$ cat src/mpp_map.svh
// Constants for the muxed parallel memory port: widths, timing counts, reset values.
// Assumes inclusion by the package and the design modules only.
`ifndef MPP_MAP_SVH
`define MPP_MAP_SVH
`define MPP_ADDR_W        24
`define MPP_BUS_W         16
`define MPP_HIGH_LSB      8
`define MPP_LATCH_CYC     2
`define MPP_STROBE_CYC    2
`define MPP_LATCH_POL_RST 1'b1
`define MPP_WIDE_RST      1'b0
`endif

$ cat src/mpp_pkg.sv
// Types for the muxed parallel memory port.
// Assumes mpp_map.svh is on the include path.
`include "mpp_map.svh"
package mpp_pkg;
  typedef enum logic [2:0] {
    MPP_IDLE   = 3'b000,
    MPP_LATCH  = 3'b001,
    MPP_READ   = 3'b010,
    MPP_WRITE  = 3'b011,
    MPP_DONE   = 3'b100
  } mpp_state_e;
  typedef logic [`MPP_ADDR_W-1:0] mpp_addr_t;
endpackage

$ cat src/mpp_skid.sv
// Two-entry buffer with valid/ready on both sides for read data.
// Assumes one clock, synchronous reset and a clock enable.
`timescale 1ns/1ps
module mpp_skid #(
  parameter int W = 16
) (
  input  wire logic         i_clk,
  input  wire logic         i_srst,
  input  wire logic         i_ce,
  input  wire logic         i_in_valid,
  output logic              o_in_ready,
  input  wire logic [W-1:0] i_in_data,
  output logic              o_out_valid,
  input  wire logic         i_out_ready,
  output logic [W-1:0]      o_out_data
);
  typedef struct packed {
    logic [1:0]   cnt;
    logic         valid;
    logic [W-1:0] e0;
    logic [W-1:0] e1;
  } mpp_skid_s;
  mpp_skid_s s_q, s_d;
  logic push, pop;
  always_comb begin
    s_d = s_q;
    push = i_in_valid && (s_q.cnt != 2'h2);
    pop  = i_out_ready && (s_q.cnt != 2'h0);
    if (pop) begin
      s_d.e0 = s_q.e1;
    end
    if (push) begin
      if ((s_q.cnt == 2'h0) || (s_q.cnt == 2'h1 && pop)) begin
        s_d.e0 = i_in_data;
      end else begin
        s_d.e1 = i_in_data;
      end
    end
    s_d.cnt = s_q.cnt + {1'b0, push} - {1'b0, pop};
    // Registered copy so the output comes straight from a flop
    s_d.valid = (s_d.cnt != 2'h0);
  end
  always_ff @(posedge i_clk) begin
    if (i_srst) begin
      s_q <= '0;
    end else if (i_ce) begin
      s_q <= s_d;
    end
  end
  assign o_in_ready  = (s_q.cnt != 2'h2);
  assign o_out_valid = s_q.valid;
  assign o_out_data  = s_q.e0;
endmodule

$ cat src/mpp_port.sv
// Muxed parallel memory port: address/data multiplexing, latch strobe, read/write strobes.
// Assumes a core-side request interface and an external address latch on the board.
`timescale 1ns/1ps
`include "mpp_map.svh"
module mpp_port #(
  parameter int LATCH_CYC  = `MPP_LATCH_CYC,
  parameter int STROBE_CYC = `MPP_STROBE_CYC
) (
  input  wire logic                    i_clk,
  input  wire logic                    i_srst,
  input  wire logic                    i_ce,
  input  wire logic                    i_wide_mode,
  input  wire logic                    i_latch_active_low,
  input  wire logic                    i_flag_mode,
  input  wire logic                    i_req_valid,
  output logic                         o_req_ready,
  input  wire logic                    i_req_write,
  input  wire mpp_pkg::mpp_addr_t      i_req_addr,
  input  wire logic [`MPP_BUS_W-1:0]   i_req_wdata,
  output logic                         o_rd_valid,
  input  wire logic                    i_rd_ready,
  output logic [`MPP_BUS_W-1:0]        o_rd_data,
  input  wire logic [`MPP_BUS_W-1:0]   i_muxed_bus_lines,
  output logic [`MPP_BUS_W-1:0]        o_muxed_bus_lines,
  output logic                         o_muxed_bus_oe,
  output logic                         o_rd_n,
  output logic                         o_wr_n,
  output logic                         o_latch
);
  import mpp_pkg::*;

  typedef struct packed {
    mpp_state_e                         st;
    logic [7:0]                         cnt;
    logic                               wr;
    mpp_addr_t                          addr;
    logic [`MPP_ADDR_W-`MPP_HIGH_LSB-1:0] last_high;
    logic                               high_valid;
    logic [`MPP_BUS_W-1:0]              wdata;
    logic                               latch_pol_hi;
    logic                               ready;
    logic [`MPP_BUS_W-1:0]              bus_out;
    logic                               bus_oe;
    logic                               rd_n;
    logic                               wr_n;
    logic                               latch;
    logic                               cap;
    logic [`MPP_BUS_W-1:0]              cap_data;
  } mpp_port_s;

  localparam logic [7:0] LATCH_LAST  = 8'(LATCH_CYC - 1);
  localparam logic [7:0] STROBE_LAST = 8'(STROBE_CYC - 1);

  mpp_port_s s_q, s_d;
  logic      buf_ready;
  logic      latch_on;
  logic      need_latch;

  mpp_skid #(
    .W (`MPP_BUS_W)
  ) u_skid (
    .i_clk       (i_clk),
    .i_srst      (i_srst),
    .i_ce        (i_ce),
    .i_in_valid  (s_q.cap),
    .o_in_ready  (buf_ready),
    .i_in_data   (s_q.cap_data),
    .o_out_valid (o_rd_valid),
    .i_out_ready (i_rd_ready),
    .o_out_data  (o_rd_data)
  );

  always_comb begin
    s_d = s_q;
    s_d.cap = 1'b0;
    // Same polarity that is registered alongside the new access
    latch_on = (s_q.st == MPP_IDLE) ? !i_latch_active_low : s_q.latch_pol_hi;
    need_latch = i_wide_mode || !s_q.high_valid ||
                 (i_req_addr[`MPP_ADDR_W-1:`MPP_HIGH_LSB] != s_q.last_high);
    // Polarity only changes while the bus is quiet, so no false latch edge
    if (s_q.st == MPP_IDLE) begin
      s_d.latch_pol_hi = !i_latch_active_low;
      s_d.latch = i_latch_active_low;
    end
    s_d.ready = 1'b0;
    unique case (s_q.st)
      MPP_IDLE: begin
        s_d.rd_n = 1'b1;
        s_d.wr_n = 1'b1;
        s_d.bus_oe = 1'b0;
        if (!i_flag_mode && i_req_valid && s_q.ready && buf_ready) begin
          s_d.wr = i_req_write;
          s_d.addr = i_req_addr;
          s_d.wdata = i_req_wdata;
          s_d.cnt = 8'h00;
          if (need_latch) begin
            s_d.st = MPP_LATCH;
            s_d.latch = latch_on;
            s_d.bus_oe = 1'b1;
            s_d.bus_out = i_wide_mode ? i_req_addr[`MPP_BUS_W-1:0]
                                      : i_req_addr[`MPP_ADDR_W-1:`MPP_HIGH_LSB];
            s_d.last_high = i_req_addr[`MPP_ADDR_W-1:`MPP_HIGH_LSB];
            s_d.high_valid = !i_wide_mode;
          end else begin
            s_d.st = i_req_write ? MPP_WRITE : MPP_READ;
            s_d.rd_n = i_req_write;
            s_d.wr_n = !i_req_write;
            s_d.bus_oe = i_req_write;
            s_d.bus_out = {8'h00, i_req_wdata[7:0]};
          end
        end else begin
          // Ready only offered when a take could follow
          s_d.ready = !i_flag_mode && buf_ready;
        end
      end
      MPP_LATCH: begin
        if (s_q.cnt == LATCH_LAST) begin
          s_d.cnt = 8'h00;
          s_d.latch = !s_q.latch_pol_hi;
          s_d.st = s_q.wr ? MPP_WRITE : MPP_READ;
          s_d.rd_n = s_q.wr;
          s_d.wr_n = !s_q.wr;
          s_d.bus_oe = s_q.wr;
          s_d.bus_out = i_wide_mode ? s_q.wdata : {8'h00, s_q.wdata[7:0]};
        end else begin
          s_d.cnt = s_q.cnt + 8'h01;
        end
      end
      MPP_READ, MPP_WRITE: begin
        if (s_q.cnt == STROBE_LAST) begin
          if (s_q.st == MPP_READ) begin
            s_d.cap = 1'b1;
            s_d.cap_data = i_wide_mode ? i_muxed_bus_lines : {8'h00, i_muxed_bus_lines[7:0]};
          end
          s_d.rd_n = 1'b1;
          s_d.wr_n = 1'b1;
          s_d.st = MPP_DONE;
        end else begin
          s_d.cnt = s_q.cnt + 8'h01;
        end
      end
      MPP_DONE: begin
        s_d.bus_oe = 1'b0;
        s_d.st = MPP_IDLE;
      end
      default: begin
        s_d.st = MPP_IDLE;
      end
    endcase
    if (i_flag_mode) begin
      s_d.rd_n = 1'b1;
      s_d.wr_n = 1'b1;
      s_d.latch = !s_d.latch_pol_hi;
    end
  end

  always_ff @(posedge i_clk) begin
    if (i_srst) begin
      s_q <= '0;
      s_q.st <= MPP_IDLE;
      s_q.latch_pol_hi <= `MPP_LATCH_POL_RST;
      s_q.rd_n <= 1'b1;
      s_q.wr_n <= 1'b1;
      s_q.latch <= 1'b0;
      s_q.bus_oe <= 1'b0;
    end else if (i_ce) begin
      s_q <= s_d;
    end
  end

  assign o_req_ready       = s_q.ready;
  assign o_muxed_bus_lines = s_q.bus_out;
  assign o_muxed_bus_oe    = s_q.bus_oe;
  assign o_rd_n            = s_q.rd_n;
  assign o_wr_n            = s_q.wr_n;
  assign o_latch           = s_q.latch;
endmodule

$ cat config.mk
export PLATFORM = sky130hd
export DESIGN_NAME = mpp_port
export DESIGN_NICKNAME = d
export VERILOG_FILES = /design/src/mpp_pkg.sv /design/src/mpp_skid.sv /design/src/mpp_port.sv
export VERILOG_INCLUDE_DIRS = /design/src
export SDC_FILE = /design/constraint.sdc
export NUM_CORES = 1
export LEC_CHECK = 0
export BUFFER_PORTS_ARGS = -buffer_cell sky130_fd_sc_hd__buf_2
export CELL_PAD_IN_SITES_DETAIL_PLACEMENT = 0
export CELL_PAD_IN_SITES_GLOBAL_PLACEMENT = 1
export CORE_MARGIN = 3
export CORE_UTILIZATION = 42
export CTS_BUF_LIST = sky130_fd_sc_hd__clkbuf_16
export DETAILED_ROUTE_END_ITERATION = 7
export HOLD_SLACK_MARGIN = 0.15
export PLACE_DENSITY_LB_ADDON = 0.08
export SLEW_MARGIN = 20
export SYNTH_ARGS = -nofsm -noshare
export SYNTH_HDL_FRONTEND = slang
export SYNTH_HIERARCHICAL = 1
export SYNTH_SLANG_ARGS = --single-unit
$ cat constraint.sdc
create_clock -name i_clk -period 2.6 [get_ports i_clk]
set_clock_uncertainty 0.05 [all_clocks]
set_input_delay 0.52 -clock i_clk [delete_from_list [all_inputs] [get_ports i_clk]]
set_output_delay 0.52 -clock i_clk [all_outputs]
set_load 0.005 [all_outputs]
==> results.ini, run 1 <==
[run_status]
status=complete, no violations

[clocking]
post_cts_buffers=0
root_buffer=clkbuf_16
cts_buffers=17
cts_tree=built
cts.clk_slew.worst_paths_ns=0.06
clk_path_buf_depth=2
cts.sinks=119
htreeDepth=4
clkLatencyLatePin_ns=0.41

[layout]
fillers=1449
regArea_um2=2380
diodes=0
syn_to_final_growth_pct=15.7
drive_gt1_share_pct=24.0
finalNetCount=876
multi_input_area_um2=3330
mostFrequentLayoutCell=dfxtp_1
fin_area_um2=7280
final_cell_mix=dfxtp_1, nand2_1, buf_2

[power]
p_leak_uw=0.00264
pwr-share-seq_pct=42.6
switching_share_pct=23.2
power.density_nw_per_um2=600
power.share.clock_pct=50.2
p_switching_uw=1010
ir_drop_v=0.000397
combinationalPowerShare_pct=7.2
power.internal_uw=3360

[sta]
fmax_ghz=0.415
setup_ws_ns=0.191
period_minus_slack_ns=2.41
worst_pin_slew_ns=0.582
setup_tns_ns=0
slew_headroom_pct=61.2
fin_crit_sh_pct=92.7
setup_viol=0
hold_viol_final=0
report.final.slew_viol_count=0
rsz0062_at_grt=false

[worst_setup_path]
worstPathCellList=nand2b_1 > and4b_1 > a22oi_4 > or3_1 > o21ai_0 > o211ai_1
criticalPathCategory=reg -> reg
startpoint=u_skid/s_q[33]$_SDFFE_PP0P_
endpoint_kind=register
cp_data_arrival_time_ns=2.64
cp_max_fo=13
cp_slowest_stage_delay_ns=0.58
r2r-start=u_skid/s_q[33]$_SDFFE_PP0P_
crit_path_start_kind=register
cpMaxStageDelayCell=or3_1
required_ns=2.83

[global_route]
grt-ovfl-total=0
antenna_found_initial=0
track_usage_pct=20.9
grt.met2_usage_pct=35.1
grt-busiest-layer=met2
grt_max_degree=137
use_met1_pct=27.4
grt_pass1_vias=5280
grtUsageMet3_pct=4.36
grt_pass1_wl_um=27600

[placed_design]
portBuffers=102
gp_congestion=0.748
dp_hpwl_um=11500
dpl_cell_area_um2=6730
pre_cts_ws_ns=0.201

[drt]
postRouteAntennaNets=0
via_count=5412
post_drt_wl_per_cell_um=16.7
dr.pass1.iters=4
dr.first_iter.drc_count=267
route.detailed.drc=0
wl_um=16700
vias_per_cell=5.39

[floorplanning]
num_rows=44
die_w_um=128
die_area_um2=16500
initial_core_util_pct=43.1
io_pins=103
die_h_um=128
coreArea_um2=14600

[logic_synthesis]
syn_nets=815
yosys_warnings=6
avgSynthCellArea_um2=8.42
syn-cell-area_um2=6290
yosysSeqAreaShare_pct=37.9
netlist_instances=747
synth-seq-cells=119
synthFlopType=dfxtp_1
ys_async_sr_fraction_pct=0
yosys.cell_types.count=66
synth-edff-count=0

[job]
cap_violations=0

[worst_hold_path]
hp-class=in -> reg
holdCritStartpoint=i_req_wdata[15]

## per-layer routing
layer / part of all wire (%) / up-vias
met2: 48 / 139
met1: 45 / 2540
met5: 0 / -
met4: 1.3 / 0
met3: 5.7 / 15
li1: - / 2718
## state kept, by name (all words and copies together) (netlist names)
name	flops
o_latch	1
o_muxed_bus_lines	16
o_muxed_bus_oe	1
o_rd_n	1
o_req_ready	1
o_wr_n	1
s_q	63
u_skid/o_out_data	16
u_skid/o_out_valid	1
u_skid/s_q	18
## critical path, delay by kind of cell (launching register included)
| kind | cells | cell delay (ns) |
|---|---|---|
| simple gates | 3 | 1.14 |
| flops | 1 | 0.54 |
| compound gates | 3 | 0.54 |
## repair_timing
action                                  CTS  global route
endpoints found under the setup margin    0             1
hold endpoints to repair                  0             0
hold buffers                              0             0
gates resized for setup                   0             1
## power by group through the flow
stage	combinational, uW	sequential [uW]	clock, uW
global placement	312	1900	0
CTS	318	1860	2240
global route	348	1860	2320
floorplan	195	1900	0
detailed placement	316	1900	0
finish	314	1860	2190
## area by class of cell
cell class	instances	share of cell area, %
Multi-Input combinational cell	518	45.7
Sequential cell	119	32.7
Timing Repair Buffer	124	9.49
Clock buffer	17	5.84
Tap cell	184	3.16
Clock inverter	15	1.65
Inverter	28	1.44
## stage by stage
| step | std cells | util, % | hold slack, ns | power, uW |
|---|---|---|---|---|
| after global placement | 973 | 46.1 | 0.391 | 2210 |
| after CTS | 1005 | 49.9 | 0.283 | 4420 |
| after floorplan | 747 | - | 0.386 | 2090 |
| after global routing | 1005 | 49.9 | 0.288 | 4530 |
| final | 1005 | 49.9 | 0.298 | 4370 |
| after detailed placement | 973 | 46.1 | 0.396 | 2220 |
## path summary, 6_finish.rpt
check / endpoint / slack (ns) / cells after the start
worst max-delay path: o_muxed_bus_lines[3]$_SDFFE_PP0P_ / 0.19 / 6
worst max register to register: o_muxed_bus_lines[3]$_SDFFE_PP0P_ / 0.19 / 6
worst min register to register: u_skid/s_q[9]$_SDFFE_PP0P_ / 0.40 / 2
worst min-delay path: s_q[54]$_SDFFE_PP0P_ / 0.30 / 3
## synthesized netlist by cell type, types with 5 or more instances
master / number / area, um^2
mux2i_1: 33 / 330
clkbuf_1: 30 / 113
dfxtp_1: 119 / 2380
a211oi_2: 15 / 188
nand2b_1: 34 / 213
o21ai_0: 17 / 85.1
nor3_1: 11 / 55.1
xnor2_1: 7 / 61.3
a21oi_1: 66 / 330
nor2_1: 45 / 169
o211ai_1: 16 / 120
nand2_1: 112 / 420
buf_2: 10 / 50.1
o2111ai_1: 9 / 78.8
inv_1: 27 / 101
nor2b_1: 5 / 31.3
xor2_1: 18 / 158
a311oi_1: 8 / 70.1
o22ai_1: 8 / 50.1
buf_4: 36 / 270
mux2_2: 17 / 191
nand3_1: 25 / 125
nand4_1: 9 / 56.3
## logic make-up (layout without fill, tap and decap cells)
family / Yosys count / count (layout) / synth area share, %
mux: 51 / 51 / 8.47
simple gates: 270 / 270 / 21.4
compound gates: 169 / 169 / 18.9
xor+xnor: 25 / 25 / 3.48
flops: 119 / 119 / 37.9
fa+ha+maj: 3 / 3 / 0.597
buf+inv: 110 / 184 / 9.33
Note: power is estimated with default switching activity, not from simulation.
==> run 2: changes to the inputs <==
- CAP_MARGIN: unset -> 5
- CELL_PAD_IN_SITES_DETAIL_PLACEMENT: 0 -> 1
- CELL_PAD_IN_SITES_GLOBAL_PLACEMENT: 1 -> 2
- CORE_UTILIZATION: 42 -> 34
==> run 2 against run 1 <==
  * First-iteration DRC count fell by 26%
  * Clock power rose by 5%
  * Non-clock buffer count rose by 4
  * Worst setup slack improved by 0.0084 ns
  * Core utilization fell by 9.1 points
  * Sequential share of layout area fell by 0.45 points
  * Critical path type unchanged
  * Wire length rose by 15%
  * Maximum frequency rose by 0.35%
  * Global-route usage fell by 1.4 points
==> results.ini, run 2 (synthesized netlist as in run 1, its figures left out) <==
[sta]
slew_headroom_pct=60.0  ; -1.2 points
report.final.slew_viol_count=0  ; unchanged
period_minus_slack_ns=2.40  ; -0.00841 ns
hold_viol_final=0  ; unchanged
setup_viol=0  ; unchanged
fmax_ghz=0.417  ; +0.35%
rsz0062_at_grt=false
setup_ws_ns=0.199  ; +0.00841 ns
fin_crit_sh_pct=92.3  ; -0.32 points
worst_pin_slew_ns=0.595  ; +0.0135 ns
setup_tns_ns=0  ; unchanged

[global_route]
grt-ovfl-total=0  ; unchanged
grt_pass1_vias=5730  ; +8.5%
grt_pass1_wl_um=31100  ; +13%
track_usage_pct=19.5  ; -1.4 points
grt_max_degree=112  ; -18%
antenna_found_initial=0  ; unchanged

[clocking]
root_buffer=clkbuf_16
cts_buffers=17  ; unchanged
cts_tree=built
clk_path_buf_depth=2  ; unchanged
cts.clk_slew.worst_paths_ns=0.05  ; about the same
cts.sinks=119  ; unchanged
htreeDepth=4  ; unchanged
cts_hold_buf=0  ; unchanged
clkLatencyLatePin_ns=0.42  ; about the same

[drt]
route.detailed.drc=0  ; unchanged
wl_met3_um=831  ; -13%
via_count=5495  ; +1.5%
met1_length_um=8640  ; +15%
top_layer=met4
route.met2.wl_um=9530  ; +18%
wl_um=19300  ; +15%
post_drt_wl_per_cell_um=18.3  ; +9.6%
postRouteAntennaNets=0  ; unchanged
dr.pass1.iters=4  ; unchanged
dr.first_iter.drc_count=198  ; -26%
vias_per_cell=5.21  ; -3.2%

[worst_setup_path]
reg2regPathDepth=6  ; unchanged
cp_data_arrival_time_ns=2.63  ; about the same
criticalPathCategory=reg -> reg
cp_max_fo=10  ; -3
endpoint_kind=register
crit_path_start_kind=register
required_ns=2.83  ; about the same

[worst_hold_path]
min_delay_path_depth=3  ; unchanged
hp-class=in -> reg

[layout]
instances_no_fill=1054  ; +4.9%
reg_top3=s_q x63, u_skid/s_q x18
final_cell_mix=dfxtp_1, nand2_1, buf_2
drive_gt1_share_pct=25.1  ; +1.1 points
syn_to_final_growth_pct=17.4
diodes=0  ; unchanged
mostFrequentLayoutCell=dfxtp_1
largest_reg_flops=63  ; unchanged
final_core_util_pct=40.8  ; -9.1 points
finalNetCount=880  ; +0.46%
regMostFlops=s_q

[placed_design]
dpl.cell_count=1020  ; +4.8%
dp_hpwl_um=13400  ; +16%
pre_cts_ws_ns=0.213  ; +0.0123 ns
gp_congestion=0.798  ; +6.7%
portBuffers=102  ; unchanged

[power]
p_leak_uw=0.00266  ; +0.74%
power.total_uw=4480  ; +2.5%
ir_drop_v=0.000451  ; +13%
power.density_nw_per_um2=606  ; +0.99%

[floorplanning]
io_pins=103  ; unchanged
coreArea_um2=18100  ; +24%
die_w_um=142  ; +11%
die_h_um=142  ; +11%
num_rows=49  ; +11%
die_area_um2=20200  ; +22%
initial_core_util_pct=34.8  ; -8.3 points

[run_status]
status=complete, no violations

[job]
cap_violations=0  ; unchanged

==> run 2: changes by cell type in the layout (fill, tap and decap cells not counted), sizes merged <==
cell | previous run | this run
buf | 124 | 128
clkinvlp | 2 | 4
inv | 30 | 29
clkinv | 9 | 8
==> run 2: worst max-delay path: stages, from the launching register on <==
cell and delay [ns]:
dfxtp_1 0.40, ha_1 0.19, nor4b_4 0.45, a22oi_4 0.22
or3_1 0.57, o21ai_0 0.25, o211ai_1 0.12
==> run 2: layer usage <==
layer  track usage [%]  up-vias
met3              4.57       20
li1                  -     2710
met4              5.66        0
met2              33.8      115
met5                 0        -
met1              24.2     2650
==> run 2: final timing paths <==
check / from / end / slack [ns]
max: s_q[97]$_SDFFE_PP0P_ / o_muxed_bus_lines[1]$_SDFFE_PP0P_ / 0.20
min: i_req_wdata[15] / s_q[54]$_SDFFE_PP0P_ / 0.29
max reg2reg: s_q[97]$_SDFFE_PP0P_ / o_muxed_bus_lines[1]$_SDFFE_PP0P_ / 0.20
min reg2reg: u_skid/s_q[12]$_SDFFE_PP0P_ / u_skid/s_q[12]$_SDFFE_PP0P_ / 0.40
==> run 2: layout make-up <==
type / count / area (um^2)
Clock buffer: 17 / 425
Sequential cell: 119 / 2380
Inverter: 28 / 105
Tap cell: 229 / 287
Timing Repair Buffer: 128 / 721
Clock inverter: 15 / 139
Multi-Input combinational cell: 518 / 3330
Fill cell: 2159 / 10700
==> run 2: report_power, final <==
group / total (uW) / switching, uW / internal [uW]
clock network: 2290 / 897 / 1390
registers: 1860 / 15.8 / 1850
logic: 327 / 190 / 136
total: 4480 / 1100 / 3370
==> run 2: through the flow <==
step | hold WS [ns] | area, um^2
floorplan | 0.386 | 6290
global placement | 0.391 | 6800
detailed placement | 0.396 | 6800
CTS | 0.270 | 7370
global route | 0.281 | 7390
finish | 0.290 | 7390
==> run 2: what timing repair did <==
action,CTS,global route
setup buffers,0,2
hold endpoints to repair,0,0
setup endpoints to repair,0,6
resized for setup,0,2
==> run 3: changes to the inputs <==
- CORE_ASPECT_RATIO: unset -> 0.8
==> run 3 against run 2 <==
  * Cell count did not move
  * Cell area rose by 1.2%
  * Core utilization rose by 1.3 points
  * Hold slack got worse by 0.017 ns
  * Combinational power rose by 3%
  * Non-clock buffer count rose by 4
  * Sequential power barely moved
  * Register-to-register slack improved by 0.04 ns
  * Critical path type unchanged
==> results.ini, run 3 (synthesized netlist as in run 1, its figures left out) <==
[placed_design]
pre_cts_ws_ns=0.227  ; +0.0143 ns
dpl.cell_count=1019  ; -0.098%
portBuffers=102  ; unchanged
gp_congestion=0.825  ; +3.4%
dp_hpwl_um=14000  ; +4.5%

[floorplanning]
io_pins=103  ; unchanged
initial_core_util_pct=35.4  ; +0.65 points
die_h_um=128  ; -10%
num_rows=43  ; -12%
coreArea_um2=17800  ; -1.8%
die_w_um=158  ; +11%
die_area_um2=20200  ; about the same

[clocking]
cts_tree=built
clk_path_buf_depth=2  ; unchanged
cts.sinks=119  ; unchanged
cts_buffers=17  ; unchanged
htreeDepth=4  ; unchanged
cts.clk_slew.worst_paths_ns=0.06  ; about the same
cts-resized-gates=0  ; unchanged
clkLatencyLatePin_ns=0.43  ; about the same
root_buffer=clkbuf_16

[global_route]
grt_pass1_vias=5823  ; +1.6%
grt_max_degree=113  ; +0.89%
grt-ovfl-total=0  ; unchanged
antenna_found_initial=0  ; unchanged
grt_pass1_wl_um=31600  ; +1.6%
track_usage_pct=20.1  ; +0.58 points

[worst_setup_path]
crit_path_start_kind=register
cpMaxStageDelayCell=or3_1
cp_slowest_stage_delay_ns=0.56  ; about the same
cp_max_fo=13  ; +3
worstPathCellList=nand2b_1 > and4b_1 > a22oi_4 > or3_1 > o21ai_0 > o211ai_1
criticalPathCategory=reg -> reg
endpoint_kind=register
required_ns=2.84  ; about the same
cp_data_arrival_time_ns=2.59  ; -0.04 ns

[sta]
fmax_ghz=0.424  ; +1.8%
period_minus_slack_ns=2.36  ; -0.0430 ns
worst_pin_slew_ns=0.537  ; -0.0580 ns
report.final.slew_viol_count=0  ; unchanged
hold_viol_final=0  ; unchanged
rsz0062_at_grt=false
fin_crit_sh_pct=90.7  ; -1.7 points
setup_viol=0  ; unchanged
setup_tns_ns=0  ; unchanged
setup_ws_ns=0.242  ; +0.0430 ns
slew_headroom_pct=64.2  ; +4.2 points
hold_slack_ns=0.273  ; -0.0170 ns

[layout]
regMostFlops=s_q
largest_reg_flops=63  ; unchanged
fillers=2116  ; -2.0%
mostFrequentLayoutCell=dfxtp_1
multi_input_area_um2=3330  ; about the same
diodes=0  ; unchanged
finalNetCount=884  ; +0.45%
syn_to_final_growth_pct=18.9
reg_top3=s_q x63, u_skid/s_q x18
final_cell_mix=dfxtp_1, nand2_1, buf_2
drive_gt1_share_pct=25.6  ; +0.48 points
instances_no_fill=1054  ; unchanged
regArea_um2=2380  ; about the same

[power]
ir_drop_v=0.000413  ; -8.4%
power.density_nw_per_um2=632  ; +4.3%
power.total_uw=4730  ; +5.6%
p_leak_uw=0.00271  ; +1.9%

[run_status]
status=complete, no violations

[drt]
route.detailed.drc=0  ; unchanged
vias_per_cell=5.28  ; +1.4%
dr.first_iter.drc_count=313  ; +58%
wl_um=19900  ; +3.2%
via_count=5570  ; +1.4%
post_drt_wl_per_cell_um=18.8  ; +3.2%
dr.pass1.iters=4  ; unchanged
postRouteAntennaNets=0  ; unchanged

[worst_hold_path]
hp-class=in -> reg

[job]
cap_violations=0  ; unchanged

==> run 3: changes by cell type in the layout (fill, tap and decap cells not counted), sizes merged <==
cell and delta:
buf +4, bufinv +2, clkinvlp -2
==> run 3: worst paths after layout <==
path,start,end,depth (start not counted),slack (ns)
max,u_skid/s_q[33]$_SDFFE_PP0P_,o_muxed_bus_lines[5]$_SDFFE_PP0P_,6,0.24
min,i_req_wdata[10],s_q[49]$_SDFFE_PP0P_,3,0.27
max reg2reg,u_skid/s_q[33]$_SDFFE_PP0P_,o_muxed_bus_lines[5]$_SDFFE_PP0P_,6,0.24
min reg2reg,s_q[46]$_SDFFE_PP0P_,s_q[46]$_SDFFE_PP0P_,2,0.40
==> run 3: final cells by class <==
class	count	share of cell area (%)
Timing Repair Buffer	132	10.0
Clock inverter	15	2.71
Clock buffer	17	5.69
Multi-Input combinational cell	518	44.5
Inverter	28	1.41
Tap cell	225	3.77
Sequential cell	119	31.9
==> run 3: where the power goes <==
part	switching [uW]	internal, uW	total [uW]
Sequential	16.2	1850	1860
Combinational	198	140	338
Clock	922	1610	2530
==> run 3: what timing repair did <==
action | CTS | global route
hold buffers | 0 | 0
hold endpoints to repair | 0 | 0
setup endpoints to repair | 0 | 1
buffers inserted | 0 | 3
==> run 3: stage by stage <==
stage                     area [um^2]  util (%)
after floorplan                  6290         -
after global placement           6830      38.4
after detailed placement         6830      38.4
after CTS                        7450      42.0
after global routing             7480      42.1
final                            7480      42.1
==> run 3: layer usage <==
| metal | vias up | share of wire [%] | routed length (um) | track usage (%) |
|---|---|---|---|---|
| met3 | 20 | 5.9 | 1170 | 4.52 |
| met2 | 110 | 42 | 8430 | 29.6 |
| li1 | 2720 | - | - | - |
| met4 | 0 | 1.1 | 216 | 5.26 |
| met1 | 2720 | 51 | 10000 | 29.6 |
| met5 | - | 0 | 0 | 0 |
==> run 3: critical path: cells and delay by family, from the launching register on <==
family / cells / cell delay, ns
AOI/OAI and AO/OA: 3 / 0.54
DFF: 1 / 0.54
and+or+nand+nor: 3 / 1.09
